File: src/shared/usbsrc_pkg.sv
/*
  Constants, register layouts and state type of the session request
  controller. Assumes a 20 MHz system clock and an 8-bit register port
  into the USB peripheral.
*/
package usbsrc_pkg;

  // ------------------------------------------------------------------
  // Clock and time figures
  // ------------------------------------------------------------------
  localparam longint CLK_HZ       = 20_000_000;
  localparam longint INIT_WAIT_US = 2_100;      // Must exceed 2 ms.
  localparam longint DP_PULSE_US  = 7_000;      // Between 5 ms and 10 ms.
  localparam longint VP_PULSE_US  = 20_000;     // Above 16 ms, below 26 ms.
  localparam longint DISCHG_US    = 30_000;     // Up to 30 ms to fall.
  localparam longint SESS_WAIT_US = 5_000_000;  // Host has up to 5 s.
  localparam longint POLL_US      = 1_000;      // Spacing of flag reads.
  localparam longint DP_MIN_US    = 5_000;
  localparam longint VP_MIN_US    = 16_000;
  localparam longint PULSE_MAX_US = 100_000;
  localparam int     TMR_W        = 27;

  // Least times round up to whole cycles, never below one.
  function automatic int unsigned us_to_cyc(input longint us);
    longint c;
    c = (CLK_HZ * us + 64'd999_999) / 64'd1_000_000;
    return (c < 1) ? 1 : int'(c);
  endfunction

  // ------------------------------------------------------------------
  // Peripheral register (session_request_control)
  // ------------------------------------------------------------------
  localparam logic [7:0] DEV_SRC_ADDR = 8'h12;
  localparam int DR_EN_BIT = 0;   // dual_role_enable
  localparam int VP_BIT    = 1;   // vbus_pulse_ctl
  localparam int DISC_BIT  = 2;   // vbus_discharge_ctl
  localparam int INIT_BIT  = 3;   // init_condition_violation
  localparam int SV_BIT    = 4;   // session_valid_flag
  localparam int DP_BIT    = 5;   // data_line_pulse_ctl
  localparam logic [7:0] CTL_MASK = 8'h27;

  // ------------------------------------------------------------------
  // Software registers on APB
  // ------------------------------------------------------------------
  localparam logic [11:0] CTRL_OFS  = 12'h000;
  localparam logic [11:0] STAT_OFS  = 12'h004;
  localparam int C_START_BIT = 0;
  localparam int C_DISC_BIT  = 1;
  localparam int C_ABORT_BIT = 2;
  localparam int S_BUSY_BIT  = 0;
  localparam int S_DONE_BIT  = 1;
  localparam int S_OK_BIT    = 2;
  localparam int S_INIT_BIT  = 3;
  localparam int S_TOUT_BIT  = 4;
  localparam int S_BRST_BIT  = 5;
  localparam int S_STATE_LSB = 8;
  localparam int S_RD_LSB    = 16;

  typedef enum logic [4:0] {
    ST_IDLE, ST_EN_WR, ST_INIT_CLR, ST_INIT_WAIT, ST_INIT_RD,
    ST_DP_ON, ST_DP_WAIT, ST_DP_OFF, ST_VP_ON, ST_VP_WAIT, ST_VP_OFF,
    ST_DISC_ON, ST_DISC_WAIT, ST_DISC_OFF, ST_SV_CLR, ST_SV_WAIT,
    ST_SV_RD, ST_OFF_OK, ST_OFF_FAIL
  } usbsrc_state_type;

endpackage

File: src/shared/usbsrc_sw_if.sv
/*
  Carrier between the APB register slave and the sequencer. Assumes both
  ends run on the same system clock.
*/
`timescale 1ns/1ps
interface usbsrc_sw_if;
  logic       start;
  logic       abort;
  logic       disc_en;
  logic       busy;
  logic       done;
  logic       success;
  logic       init_fail;
  logic       timeout;
  logic       busrst;
  logic [4:0] state;
  logic [7:0] last_rd;

  modport regs (output start, abort, disc_en,
                input  busy, done, success, init_fail, timeout, busrst,
                       state, last_rd);
  modport ctrl (input  start, abort, disc_en,
                output busy, done, success, init_fail, timeout, busrst,
                       state, last_rd);
endinterface

File: src/rtl/usbsrc_apb_regs.sv
/*
  APB slave holding the software control and status words of the session
  request controller. Assumes APB3 signalling on the system clock.
*/
`timescale 1ns/1ps
module usbsrc_apb_regs
  import usbsrc_pkg::*;
(
  input  wire logic        i_sys_clk,
  input  wire logic        i_resetn,
  input  wire logic [11:0] i_paddr,
  input  wire logic        i_psel,
  input  wire logic        i_penable,
  input  wire logic        i_pwrite,
  input  wire logic [31:0] i_pwdata,
  output logic      [31:0] o_prdata,
  output logic             o_pready,
  output logic             o_pslverr,
  usbsrc_sw_if.regs        sw
);
  logic [31:0] prdata_ff;
  logic        pslverr_ff;
  logic        start_ff;
  logic        abort_ff;
  logic        disc_en_ff;
  logic        wr_ctrl;
  logic [31:0] rd_mux;

  // ------------------------------------------------------------------
  // Decode
  // ------------------------------------------------------------------
  // Zero wait states: read data is prepared during the setup cycle.
  assign o_pready = 1'b1;
  assign wr_ctrl  = i_psel && i_penable && i_pwrite && (i_paddr == CTRL_OFS);

  always_comb begin
    rd_mux = '0;
    if (i_paddr == CTRL_OFS) begin
      rd_mux[C_DISC_BIT] = disc_en_ff;
    end else if (i_paddr == STAT_OFS) begin
      rd_mux[S_BUSY_BIT] = sw.busy;
      rd_mux[S_DONE_BIT] = sw.done;
      rd_mux[S_OK_BIT]   = sw.success;
      rd_mux[S_INIT_BIT] = sw.init_fail;
      rd_mux[S_TOUT_BIT] = sw.timeout;
      rd_mux[S_BRST_BIT] = sw.busrst;
      rd_mux[S_STATE_LSB +: 5] = sw.state;
      rd_mux[S_RD_LSB +: 8]    = sw.last_rd;
    end
  end

  always_ff @(posedge i_sys_clk or negedge i_resetn) begin
    if (!i_resetn) begin
      prdata_ff  <= '0;
      pslverr_ff <= 1'b0;
    end else if (i_psel && !i_penable) begin
      prdata_ff  <= i_pwrite ? 32'h0000_0000 : rd_mux;
      pslverr_ff <= (i_paddr != CTRL_OFS) && (i_paddr != STAT_OFS);
    end
  end

  // ------------------------------------------------------------------
  // Control word
  // ------------------------------------------------------------------
  always_ff @(posedge i_sys_clk or negedge i_resetn) begin
    if (!i_resetn) begin
      start_ff   <= 1'b0;
      abort_ff   <= 1'b0;
      disc_en_ff <= 1'b0;
    end else begin
      start_ff <= wr_ctrl && i_pwdata[C_START_BIT];
      abort_ff <= wr_ctrl && i_pwdata[C_ABORT_BIT];
      if (wr_ctrl) begin
        disc_en_ff <= i_pwdata[C_DISC_BIT];
      end
    end
  end

  assign o_prdata   = prdata_ff;
  assign o_pslverr  = pslverr_ff;
  assign sw.start   = start_ff;
  assign sw.abort   = abort_ff;
  assign sw.disc_en = disc_en_ff;
endmodule

File: src/rtl/usbsrc_ctrl.sv
/*
  Session request sequencer. It drives the peripheral's session request
  control register through a four-phase register port and reports to
  software over APB. Assumes the peripheral answers each port request with
  an acknowledge level that arrives asynchronously.
*/
`timescale 1ns/1ps
// Function
// - Clear the data-line pulse bit once its phase is over.
// - Session valid still read as 0 once the 5 s wait has run out means the request failed.
// - On session valid, clear dual-role enable then connect the pull-up.
// - Give the host up to 5 s to answer the request.
// - Optional discharge may run after pulsing, before clearing session valid.
// - Clear the initial-condition flag, wait over 2 ms, read it.
// - Initial-condition flag 1 aborts the request; 0 lets it proceed.
// - Discharge bit drains VBUS; allow up to 30 ms.
// - Clear the discharge bit before the session ends.
// - Hold the VBUS pulse bit over 16 ms, clear before 26 ms.
// - Finish both pulse phases before watching session valid.
// - Data-line pulse lasts 5 to 10 ms, then VBUS pulsing starts.
// - Both pulse phases complete within 100 ms.
// - Enable, check, pulse data line, pulse VBUS, discharge, wait, connect.
// - Disabling dual-role writes 0 to both pulse bits.
module usbsrc_ctrl
  import usbsrc_pkg::*;
#(
  parameter int unsigned P_INIT_CYC  = usbsrc_pkg::us_to_cyc(INIT_WAIT_US),
  parameter int unsigned P_DP_CYC    = usbsrc_pkg::us_to_cyc(DP_PULSE_US),
  parameter int unsigned P_VP_CYC    = usbsrc_pkg::us_to_cyc(VP_PULSE_US),
  parameter int unsigned P_DISC_CYC  = usbsrc_pkg::us_to_cyc(DISCHG_US),
  parameter int unsigned P_SESS_CYC  = usbsrc_pkg::us_to_cyc(SESS_WAIT_US),
  parameter int unsigned P_POLL_CYC  = usbsrc_pkg::us_to_cyc(POLL_US),
  parameter int unsigned P_DPMIN_CYC =
    32'(P_DP_CYC * DP_MIN_US / DP_PULSE_US),
  parameter int unsigned P_VPMIN_CYC =
    32'(P_VP_CYC * VP_MIN_US / VP_PULSE_US),
  parameter int unsigned P_PMAX_CYC  = 32'((P_DP_CYC + P_VP_CYC) *
    PULSE_MAX_US / (DP_PULSE_US + VP_PULSE_US))
)(
  input  wire logic        i_sys_clk,
  input  wire logic        i_resetn,
  input  wire logic [11:0] i_paddr,
  input  wire logic        i_psel,
  input  wire logic        i_penable,
  input  wire logic        i_pwrite,
  input  wire logic [31:0] i_pwdata,
  output logic      [31:0] o_prdata,
  output logic             o_pready,
  output logic             o_pslverr,
  output logic             o_dev_cs,
  output logic             o_dev_wr,
  output logic      [7:0]  o_dev_addr,
  output logic      [7:0]  o_dev_wdata,
  input  wire logic [7:0]  i_dev_rdata,
  input  wire logic        i_dev_ack,
  input  wire logic        i_bus_reset,
  output logic             o_pullup_connect
);
  import usbsrc_pkg::*;

  if (P_SESS_CYC >= (64'd1 << TMR_W) || P_INIT_CYC < 1 || P_DP_CYC < 1 ||
      P_VP_CYC < 1 || P_DISC_CYC < 1 || P_POLL_CYC < 1) begin : g_chk
    $error("usbsrc_ctrl: timing parameter out of range");
  end

  usbsrc_sw_if sw ();

  usbsrc_apb_regs u_regs (
    .i_sys_clk (i_sys_clk),
    .i_resetn  (i_resetn),
    .i_paddr   (i_paddr),
    .i_psel    (i_psel),
    .i_penable (i_penable),
    .i_pwrite  (i_pwrite),
    .i_pwdata  (i_pwdata),
    .o_prdata  (o_prdata),
    .o_pready  (o_pready),
    .o_pslverr (o_pslverr),
    .sw        (sw)
  );

  // ------------------------------------------------------------------
  // Helpers
  // ------------------------------------------------------------------
  function automatic logic is_xfer(input usbsrc_state_type st);
    case (st)
      ST_EN_WR, ST_INIT_CLR, ST_INIT_RD, ST_DP_ON, ST_DP_OFF, ST_VP_ON,
      ST_VP_OFF, ST_DISC_ON, ST_DISC_OFF, ST_SV_CLR, ST_SV_RD,
      ST_OFF_OK, ST_OFF_FAIL: return 1'b1;
      default:                return 1'b0;
    endcase
  endfunction

  // Every write keeps the enable set except the two that leave dual-role
  // mode, which also zero both pulse bits.
  function automatic logic [7:0] wr_value(input usbsrc_state_type st);
    logic [7:0] v;
    v = 8'h00;
    v[DR_EN_BIT] = 1'b1;
    case (st)
      ST_INIT_CLR: v[INIT_BIT] = 1'b1;
      ST_DP_ON:    v[DP_BIT]   = 1'b1;
      ST_VP_ON:    v[VP_BIT]   = 1'b1;
      ST_DISC_ON:  v[DISC_BIT] = 1'b1;
      ST_SV_CLR:   v[SV_BIT]   = 1'b1;
      ST_OFF_OK, ST_OFF_FAIL: v = 8'h00;
      default:     v = v;
    endcase
    return v;
  endfunction

  // ------------------------------------------------------------------
  // Pin synchronisers
  // ------------------------------------------------------------------
  logic [2:0] ack_sy_ff;
  logic [2:0] brst_sy_ff;
  logic       ack_ff;
  logic       brst_ff;

  always_ff @(posedge i_sys_clk or negedge i_resetn) begin
    if (!i_resetn) begin
      ack_sy_ff  <= 3'h0;
      brst_sy_ff <= 3'h0;
      ack_ff     <= 1'b0;
      brst_ff    <= 1'b0;
    end else begin
      ack_sy_ff  <= {ack_sy_ff[1:0], i_dev_ack};
      brst_sy_ff <= {brst_sy_ff[1:0], i_bus_reset};
      if (ack_sy_ff[1] == ack_sy_ff[2]) begin
        ack_ff <= ack_sy_ff[2];
      end
      if (brst_sy_ff[1] == brst_sy_ff[2]) begin
        brst_ff <= brst_sy_ff[2];
      end
    end
  end

  // ------------------------------------------------------------------
  // Register port, four-phase
  // ------------------------------------------------------------------
  usbsrc_state_type state_ff;
  usbsrc_state_type nxt_state;
  logic             xdone_ff;
  logic [7:0]       rd_ff;
  logic [7:0]       shadow_ff;

  always_ff @(posedge i_sys_clk or negedge i_resetn) begin
    if (!i_resetn) begin
      o_dev_cs    <= 1'b0;
      o_dev_wr    <= 1'b0;
      o_dev_addr  <= 8'h00;
      o_dev_wdata <= 8'h00;
      xdone_ff    <= 1'b0;
      rd_ff       <= 8'h00;
    end else begin
      xdone_ff <= 1'b0;
      if (!o_dev_cs && !ack_ff && !xdone_ff && is_xfer(state_ff)) begin
        o_dev_cs    <= 1'b1;
        o_dev_wr    <= (state_ff != ST_INIT_RD) && (state_ff != ST_SV_RD);
        o_dev_addr  <= DEV_SRC_ADDR;
        o_dev_wdata <= wr_value(state_ff);
      end else if (o_dev_cs && ack_ff) begin
        // Data is stable while the acknowledge stands.
        o_dev_cs <= 1'b0;
        xdone_ff <= 1'b1;
        if (!o_dev_wr) begin
          rd_ff <= i_dev_rdata;
        end
      end
    end
  end

  always_ff @(posedge i_sys_clk or negedge i_resetn) begin
    if (!i_resetn) begin
      shadow_ff <= 8'h00;
    end else if (brst_ff) begin
      shadow_ff <= 8'h00;
    end else if (xdone_ff && o_dev_wr) begin
      shadow_ff <= o_dev_wdata & CTL_MASK;
    end
  end

  // ------------------------------------------------------------------
  // Sequencer
  // ------------------------------------------------------------------
  logic [TMR_W-1:0] tmr_ff;
  logic [TMR_W-1:0] sess_ff;
  logic             stop_ff;
  logic             tmr_zero;

  assign tmr_zero = (tmr_ff == '0);

  always_comb begin
    nxt_state = state_ff;
    case (state_ff)
      ST_IDLE:      if (sw.start) nxt_state = ST_EN_WR;
      ST_EN_WR:     if (xdone_ff) nxt_state = ST_INIT_CLR;
      ST_INIT_CLR:  if (xdone_ff) nxt_state = ST_INIT_WAIT;
      ST_INIT_WAIT: if (tmr_zero) nxt_state = ST_INIT_RD;
      ST_INIT_RD:   if (xdone_ff) nxt_state = rd_ff[INIT_BIT] ?
                                    ST_OFF_FAIL : ST_DP_ON;
      ST_DP_ON:     if (xdone_ff) nxt_state = ST_DP_WAIT;
      ST_DP_WAIT:   if (tmr_zero) nxt_state = ST_DP_OFF;
      ST_DP_OFF:    if (xdone_ff) nxt_state = ST_VP_ON;
      ST_VP_ON:     if (xdone_ff) nxt_state = ST_VP_WAIT;
      ST_VP_WAIT:   if (tmr_zero) nxt_state = ST_VP_OFF;
      ST_VP_OFF:    if (xdone_ff) nxt_state = sw.disc_en ?
                                    ST_DISC_ON : ST_SV_CLR;
      ST_DISC_ON:   if (xdone_ff) nxt_state = ST_DISC_WAIT;
      ST_DISC_WAIT: if (tmr_zero) nxt_state = ST_DISC_OFF;
      ST_DISC_OFF:  if (xdone_ff) nxt_state = ST_SV_CLR;
      ST_SV_CLR:    if (xdone_ff) nxt_state = ST_SV_WAIT;
      ST_SV_WAIT:   if (tmr_zero) nxt_state = ST_SV_RD;
      // no flag within 5 s fails
      ST_SV_RD: begin
        if (xdone_ff) begin
          if (rd_ff[SV_BIT])        nxt_state = ST_OFF_OK;
          else if (sess_ff == '0)   nxt_state = ST_OFF_FAIL;
          else                      nxt_state = ST_SV_WAIT;
        end
      end
      ST_OFF_OK, ST_OFF_FAIL: if (xdone_ff) nxt_state = ST_IDLE;
      default:      nxt_state = ST_IDLE;
    endcase
    // A stop request is honoured between port transfers only.
    if (stop_ff && is_xfer(state_ff) == 1'b0 && state_ff != ST_IDLE) begin
      nxt_state = ST_OFF_FAIL;
    end else if (stop_ff && xdone_ff && state_ff != ST_OFF_FAIL &&
                 state_ff != ST_OFF_OK) begin
      nxt_state = ST_OFF_FAIL;
    end
  end

  always_ff @(posedge i_sys_clk or negedge i_resetn) begin
    if (!i_resetn) begin
      state_ff <= ST_IDLE;
    end else begin
      state_ff <= nxt_state;
    end
  end

  always_ff @(posedge i_sys_clk or negedge i_resetn) begin
    if (!i_resetn) begin
      tmr_ff <= '0;
    end else if (nxt_state != state_ff) begin
      case (nxt_state)
        ST_INIT_WAIT: tmr_ff <= TMR_W'(P_INIT_CYC);
        ST_DP_WAIT:   tmr_ff <= TMR_W'(P_DP_CYC);
        ST_VP_WAIT:   tmr_ff <= TMR_W'(P_VP_CYC);
        ST_DISC_WAIT: tmr_ff <= TMR_W'(P_DISC_CYC);
        ST_SV_WAIT:   tmr_ff <= TMR_W'(P_POLL_CYC);
        default:      tmr_ff <= '0;
      endcase
    end else if (!tmr_zero) begin
      tmr_ff <= tmr_ff - TMR_W'(1);
    end
  end

  always_ff @(posedge i_sys_clk or negedge i_resetn) begin
    if (!i_resetn) begin
      sess_ff <= '0;
    end else if (state_ff == ST_SV_CLR && xdone_ff) begin
      sess_ff <= TMR_W'(P_SESS_CYC);
    end else if (sess_ff != '0) begin
      sess_ff <= sess_ff - TMR_W'(1);
    end
  end

  // ------------------------------------------------------------------
  // Results
  // ------------------------------------------------------------------
  logic done_ff;
  logic ok_ff;
  logic initf_ff;
  logic tout_ff;
  logic brstf_ff;

  always_ff @(posedge i_sys_clk or negedge i_resetn) begin
    if (!i_resetn) begin
      stop_ff  <= 1'b0;
      done_ff  <= 1'b0;
      ok_ff    <= 1'b0;
      initf_ff <= 1'b0;
      tout_ff  <= 1'b0;
      brstf_ff <= 1'b0;
      o_pullup_connect <= 1'b0;
    end else begin
      if (state_ff == ST_IDLE && sw.start) begin
        {stop_ff, done_ff, ok_ff, initf_ff, tout_ff} <= 5'h00;
        brstf_ff         <= 1'b0;
        o_pullup_connect <= 1'b0;
      end else begin
        if (state_ff != ST_IDLE && (sw.abort || brst_ff)) begin
          stop_ff <= 1'b1;
        end
        if (brst_ff && state_ff != ST_IDLE) begin
          brstf_ff <= 1'b1;
        end
        if (state_ff == ST_INIT_RD && xdone_ff && rd_ff[INIT_BIT]) begin
          initf_ff <= 1'b1;
        end
        if (state_ff == ST_SV_RD && xdone_ff && !rd_ff[SV_BIT] &&
            sess_ff == '0) begin
          tout_ff <= 1'b1;
        end
        if ((state_ff == ST_OFF_OK || state_ff == ST_OFF_FAIL) &&
            xdone_ff) begin
          done_ff <= 1'b1;
          stop_ff <= 1'b0;
          ok_ff   <= (state_ff == ST_OFF_OK);
          o_pullup_connect <= (state_ff == ST_OFF_OK);
        end
      end
    end
  end

  assign sw.busy      = (state_ff != ST_IDLE);
  assign sw.done      = done_ff;
  assign sw.success   = ok_ff;
  assign sw.init_fail = initf_ff;
  assign sw.timeout   = tout_ff;
  assign sw.busrst    = brstf_ff;
  assign sw.state     = state_ff;
  assign sw.last_rd   = rd_ff;

  // ------------------------------------------------------------------
  // Checks
  // ------------------------------------------------------------------
  logic [TMR_W-1:0] dp_len_ff;
  logic [TMR_W-1:0] vp_len_ff;
  logic [TMR_W-1:0] span_ff;

  always_ff @(posedge i_sys_clk or negedge i_resetn) begin
    if (!i_resetn) begin
      dp_len_ff <= '0;
      vp_len_ff <= '0;
      span_ff   <= '0;
    end else begin
      dp_len_ff <= shadow_ff[DP_BIT] ? dp_len_ff + TMR_W'(1) : '0;
      vp_len_ff <= shadow_ff[VP_BIT] ? vp_len_ff + TMR_W'(1) : '0;
      if (shadow_ff[DP_BIT] || shadow_ff[VP_BIT]) begin
        span_ff <= span_ff + TMR_W'(1);
      end else if (state_ff == ST_IDLE) begin
        span_ff <= '0;
      end
    end
  end
endmodule

File: config.mk
export PLATFORM = sky130hd
export DESIGN_NAME = usbsrc_ctrl
export DESIGN_NICKNAME = d
export VERILOG_FILES = /design/src/shared/usbsrc_pkg.sv /design/src/shared/usbsrc_sw_if.sv /design/src/rtl/usbsrc_apb_regs.sv /design/src/rtl/usbsrc_ctrl.sv
export SDC_FILE = /design/constraint.sdc
export NUM_CORES = 1
export LEC_CHECK = 0
export CAP_MARGIN = 25
export CORE_MARGIN = 1.5
export CORE_UTILIZATION = 48
export DETAILED_ROUTE_END_ITERATION = 10
export DONT_BUFFER_PORTS = 1
export PLACE_DENSITY = 0.62
export SYNTH_ARGS = -nofsm -noshare
export SYNTH_HDL_FRONTEND = slang
export SYNTH_SLANG_ARGS = --single-unit
File: constraint.sdc
create_clock -name i_sys_clk -period 4.49 [get_ports i_sys_clk]
set_input_delay 1.347 -clock i_sys_clk [delete_from_list [all_inputs] [get_ports i_sys_clk]]
set_output_delay 1.347 -clock i_sys_clk [all_outputs]
set_load 0.005 [all_outputs]
After elaboration in Yosys (flattened, before gate mapping) --
Memories as Yosys holds them, arrays and structs flattened. Cells that the tools add are included.
Cells by class: $add $sub $neg 2, eq/ne operators 33, mux-type cells 62, reduce and logical (&&, ||, !) cells 50, bitwise logic cells 3
Operator list (number):
- $mux W5 | 25
- $mux W27 | 4
- $pmux W20 S5 | 1
- $pmux W5 S18 | 1
- $eq A5 B4 Y1 const B | 11
- $logic_not A27 Y1 | 2
- $sub A27 B1 Y27 const B | 2
- $logic_and A1 B1 Y1 | 27
- $reduce_bool A27 Y1 | 1
- $eq A5 B3 Y1 const B | 5
- $mux W1 | 25
- $mux W24 | 1
- $mux W8 | 2
- $eq A5 B2 Y1 const B | 3
- $eq A5 B5 Y1 const B | 3
- $ne A5 B5 Y1 const B | 3
- $eq A12 B3 Y1 const B | 1
- $logic_not A12 Y1 | 1
- $ne A12 B3 Y1 const B | 1
- $reduce_bool A12 Y1 | 1
- $reduce_bool A2 Y1 | 6
- $mux W6 | 1
- $eq A5 B1 Y1 const B | 1
- $logic_not A1 Y1 | 5
- 13 further kinds | 17
Storage, ports and cells: memories kept 2, bits in read-only memories 64, bits in registers 127, output and inout port bits 53, logic and storage cells 176, input bits 59
Memories:
- (no name shown) | depth 32, width 1, read ports 1, clocked after Yosys merged registers in 0, wr ports 0, line usbsrc_ctrl.sv:86 | case (st)
- (no name shown) | depth 32, width 1, read ports 1, clocked after Yosys merged registers in 0, wr ports 0, line usbsrc_ctrl.sv:86

Logic depth before layout (Yosys ltp) --
depth in word-level cells 10, gate-level depth with buffers 12, depth with buffers taken out 10

Hierarchy --
A second synthesis with hierarchy kept.
Second synthesis, totals: cell total of the unflattened synthesis 652, area, all modules 6393.6 um2
Modules (own cells, without submodules):
- usbsrc_ctrl | cells an instance 576, times used 1, area each 5370.2 um2, sequential area each 2277.2 um2
- usbsrc_apb_regs | cells an instance 76, times used 1, area each 1023.5 um2, sequential area each 575.6 um2

Worst setup path before layout --
OpenSTA, ideal clock, no wires.
kind reg2reg, start point register tmr_ff[0], end point register tmr_ff[10], arrival 3.327 ns, setup time 0.125 ns, required time 4.365 ns, period minus slack after synthesis 3.452 ns, stages on the path, launching flop included 11, slack 1.038 ns, path buffers 0, cell sequence dfrtp_1 inv_1 ha_1 or4b_1 nor4b_2 nand2_2 a211oi_2 o32ai_1 or4_4 nor4_4 mux2_2
On the way: word-level cells in the longest chain between the ends 8, elaborated cells between the ends (all ways) 20, classes of those cells add/sub (1); eq/ne (7); mux (11); reduce/logical (1)
Ends and longest elaborated chain:
- start, declared | line usbsrc_ctrl.sv:186 | logic [TMR_W-1:0] tmr_ff;
- start signal, assigned | line usbsrc_ctrl.sv:247 | ST_INIT_WAIT: tmr_ff <= TMR_W'(P_INIT_CYC);
- start signal, assigned | line usbsrc_ctrl.sv:248 | ST_DP_WAIT: tmr_ff <= TMR_W'(P_DP_CYC);
- start signal, assigned | line usbsrc_ctrl.sv:249 | ST_VP_WAIT: tmr_ff <= TMR_W'(P_VP_CYC);
- $logic_not A27 Y1 | line usbsrc_ctrl.sv:191 | assign tmr_zero = (tmr_ff == '0);
- $mux W5, on equally long branches
- $pmux W5 S18 | line usbsrc_ctrl.sv:195 | case (state_ff)
- $mux W5 | line usbsrc_ctrl.sv:228 | end else if (stop_ff && xdone_ff && state_ff != ST_OFF_FAIL &&
- $mux W5 | line usbsrc_ctrl.sv:226 | if (stop_ff && is_xfer(state_ff) == 1'b0 && state_ff != ST_IDLE) begin
- $eq A5 B4 Y1 (tied with other cells) | line usbsrc_ctrl.sv:246 | case (nxt_state)
- $pmux W20 S5 | line usbsrc_ctrl.sv:246
- $mux W27 | line usbsrc_ctrl.sv:245 | end else if (nxt_state != state_ff) begin
Several ways; a longest one is shown, not always the timed one. The select of a mux whose other input is x is not followed. A chain may end at the register's enable or synchronous reset.

Worst setup path after layout --
start point register state_ff[0], end point register tmr_ff[10]
On the way: word-level cells in the longest chain between the ends 8, elaborated cells between the ends (all ways) 59, classes of those cells eq/ne (27); mux (23); bitwise (1); reduce/logical (7); memory (1)
Ends and longest elaborated chain:
- start, declared | line usbsrc_ctrl.sv:141 | usbsrc_state_type state_ff;
- start signal, assigned | line usbsrc_ctrl.sv:238 | state_ff <= nxt_state;
- $mem_v2 Z32 W1 (tied with other cells)
- $not A1 Y1 (tied with other cells) | line usbsrc_ctrl.sv:226
- $logic_and A1 B1 Y1 (tied with other cells) | line usbsrc_ctrl.sv:226
- $logic_and A1 B1 Y1 or $mux W5 (tied branches) | line usbsrc_ctrl.sv:226, usbsrc_ctrl.sv:228
- $mux W5 | line usbsrc_ctrl.sv:226
- $eq A5 B4 Y1 (tied with other cells) | line usbsrc_ctrl.sv:246
- $pmux W20 S5 | line usbsrc_ctrl.sv:246
- $mux W27 | line usbsrc_ctrl.sv:245
Several ways; a longest one is shown, not always the timed one.

==> metrics list <==
- # IOs: 112
* Final layout net count: 731
- Number of levels in the clock H-tree: 4
- Largest voltage drop on the vdd net: 0.247 mV
- Global-route wire length before repair: 25.8 mm
- Number of distinct standard cells referenced by the synthesized netlist: 70
- Leaving out fill and tap cells, the most frequent cells in the layout are 114 x dfrtp_1, 60 x nand2_1, 50 x nor2_1, 26 x nor3_1, 23 x a21oi_1.
* Iteration-0 DRC Markers: 312
* Maximum operating frequency: 252 MHz
* Deepest clock path buffer count: 2
- Counting I/O delays and the setup requirement, the final critical path takes 3960 ps.
* Pin slew with the least headroom to its limit: 941 ps
* Most common cell on crit path: nand2_1
- Dividing the detail-routed wire length by the instance count gives 17.9 um.
- Most common cell after layout, fill and taps aside: dfrtp_1
- For this design the ratio of total power to cell area is 367 mW/mm2.
- Buffer count from post-CTS setup fixing: 0
- Number of hold-slack violations in the final timing report: 0
- The top cell type by area accounts for 44.8% of the synthesized area.
* Result of the run: finished, final reports clean
* Pleak: 3.42 nW
- After filler insertion, the fill cell instance count of the layout stands at 1,115.
- Residual overflow from global routing: 0
- Final WL: 15.2 mm
* Most area-consuming cells after synthesis: dfrtp_1 45%, nand2_1 3.5%, nor2_1 2.9%
- Final weighted congestion of routability-driven global placement: 0.936
- Measured against its own limit, the worst slew margin works out to 36.7%.
- Synth Warn #: 0
- Post-Syn Area per Cell: 9.66 um2
- In this run the worst hold path is classified as flip-flop to flip-flop.
- Seq/Total Area, Yosys: 44.8%
- The floorplan has 41 rows.
- The initial utilization of the core area, before any placement, comes to 49.8%.
* Setup repair after global routing missed its margin: false
- Once placement completed, the tool counted placed cells totaling 817.
* Fraction of final layout cells with drive strength greater than 1: 11.8%
- After layout, the worst path uses 88.3% of the clock period.
- The number of pins exceeding their max-slew limit in the final report is 0.
- Gates resized during post-CTS repair numbered 0.
* Final Setup Violations: 0
* Combined flip-flop and latch cell area: 0.00285 mm2
- Detailed-routing iteration count for the pre-antenna-repair pass: 4
- The biggest area contributor in the post-synthesis netlist is dfrtp_1.
* X dimension of the die: 118 um
- Startpoint type of the worst setup path: flip-flop
* Cell-by-cell listing of the critical path: inv_1 > ha_1 > or4b_1 > nand2_1 > a211o_1 > nand2_1 > a221o_1 > or4_4 > nor4_4 > buf_12 > mux2_2
- Clock-pin slew was measured on the worst setup and hold paths at 50 ps.
* Chip height: 118 um
- Final non-filler cell area: 0.00712 mm2
- The final route contains 4,992 vias.
- The tool flagged a number of max-cap violations equal to 0.
- Inserted Diodes: 0
- Worst EP required: 4790 ps
* Most frequently used flop master after synthesis: dfrtp_1
* Clock latency reported for the late side of the worst-skew pair: 420 ps
- The synthesized design contains 114 register bits.
* Biggest cell delay along the critical path: 560 ps
- Among all stages on the critical path, the largest delay is contributed by or4b_1.
- Buffers on Ports: 0
- For the worst setup path, the data arrival time is 4260 ps.
- CTS buffer count: 17
- For this design, the CTS-stage hold fixing added 0 buffers.
* Standard cell core area: 0.0128 mm2
- Utilization after layout: 55.8%
* Maximum number of pins on one net before global-route repair: 115
- Overall track demand over capacity in global routing: 23.2%
- In this run the remaining antenna-violating nets after routing total 0.
- In the synthesized netlist the async set-or-reset flop fraction comes to 100%.
- Number of instances in the synthesized netlist: 659
- By startpoint and endpoint, the worst setup path is classified as flip-flop to flip-flop.
- Post-Syn Area: 0.00636 mm2
- Endpoint class of the critical path: flip-flop
* Multi-input gate area: 0.00323 mm2
- After layout, the design draws a total of 2.61 mW.
- Die Footprint: 0.0140 mm2
* Post-detail-place hpwl: 10.7 mm
* Clock Sinks: 114
- Largest fanout on the critical path: 27
- Number of global-route vias before repair: 4,992
* Initial antenna violation count: 0
* Clock tree skew after final layout: 8.82 ps
- In the routed layout, each cell is associated on average with a via count of 5.88.
- In this run the clock root is driven by a clkbuf_16.
- The placed instances occupy a cell area of 0.00651 mm2.
- Counting flops with a built-in enable in the synthesized netlist gives 0.
- Compared with the post-synthesis result, the final layout area differs by 11.9%.
* DRC Markers: 0
- TritonCTS built the clock tree.
- The finished layout holds 849 standard cells, fillers aside.
- Setup TNS after final layout: 0 ps
==> critical path: cells and delay by family, from the launching register on <==
kind | cells | cell delay [ps]
AOI/OAI and AO/OA | 2 | 580
adders and majority gates | 1 | 220
buffers and inverters | 2 | 520
DFF | 1 | 470
muxes | 1 | 360
and+or+nand+nor | 5 | 1690
==> area by class of cell <==
cell class	instances	area share [%]
Tap cell	172	3.02
Sequential cell	114	40.0
Multi-Input combinational cell	495	45.3
Timing Repair Buffer	18	2.07
Clock buffer	21	6.32
Clock inverter	10	2.23
Inverter	19	1.00
==> stage by stage <==
step | hold slack (ps) | setup slack (ps)
after floorplan | 331 | 1040
after global placement | 336 | 600
after detailed placement | 342 | 565
after CTS | 351 | 544
after global routing | 354 | 325
final | 349 | 525
==> cell families after synthesis <==
logic type,count (synthesis),synth area share [%]
buffers and inverters,70,5.74
other,2,0.118
xor gates and xnor gates,38,5.23
DFF,114,44.8
and+or+nand+nor,271,23.3
AOI/OAI and AO/OA,126,14.3
adders and majority gates,9,1.69
muxes,29,4.82
==> Yosys cell counts (10+ instances only) <==
cell      instances
clkbuf_1         25
a21oi_1          23
nor3_1           26
xor2_1           17
dfrtp_1         114
mux2i_1          16
o21ai_0          16
and2_1           11
xnor2_1          21
nor2_1           50
or2_2            10
or3_1            13
buf_4            23
mux2_2           13
nand2b_1         10
nand2_1          60
inv_1            19
nand3_1          16
nor4_1           14
a22o_1           18
==> sequential cells by signal, summed over array words and instances (netlist names), 3 cells and up <==
name and flops:
sess_ff 27, rd_ff 8, o_dev_wdata 6, tmr_ff 27, u_regs.o_prdata 19, brst_sy_ff 3
ack_sy_ff 3, state_ff 5
==> report_power, final <==
group	switching, mW	internal [mW]	total, mW
Combinational	0.0910	0.0727	0.164
Sequential	0.00961	1.05	1.06
Clock	0.456	0.935	1.39
Total	0.557	2.06	2.61
==> metal layers <==
metal | vias up | track usage [%] | wire length [um]
li1 | 2365 | - | -
met5 | - | 0 | 0
met4 | 0 | 8.61 | 244
met3 | 21 | 6.27 | 867
met2 | 156 | 35.7 | 7230
met1 | 2450 | 31.4 | 6840
==> path summary, 6_finish.rpt <==
| path | startpoint | end | slack, ps | cells past startpoint |
|---|---|---|---|---|
| min in group asynchronous | i_resetn | brst_sy_ff[0] | 620 | 0 |
| min reg2reg | brst_sy_ff[0] | brst_sy_ff[1] | 350 | 0 |
| max in group asynchronous | i_resetn | tmr_ff[7] | 3720 | 0 |
| max reg2reg | state_ff[0] | tmr_ff[10] | 530 | 11 |
| max | state_ff[0] | tmr_ff[10] | 530 | 11 |
| min | brst_sy_ff[0] | brst_sy_ff[1] | 350 | 0 |
No activity file was read; power rests on OpenSTA's default activity.
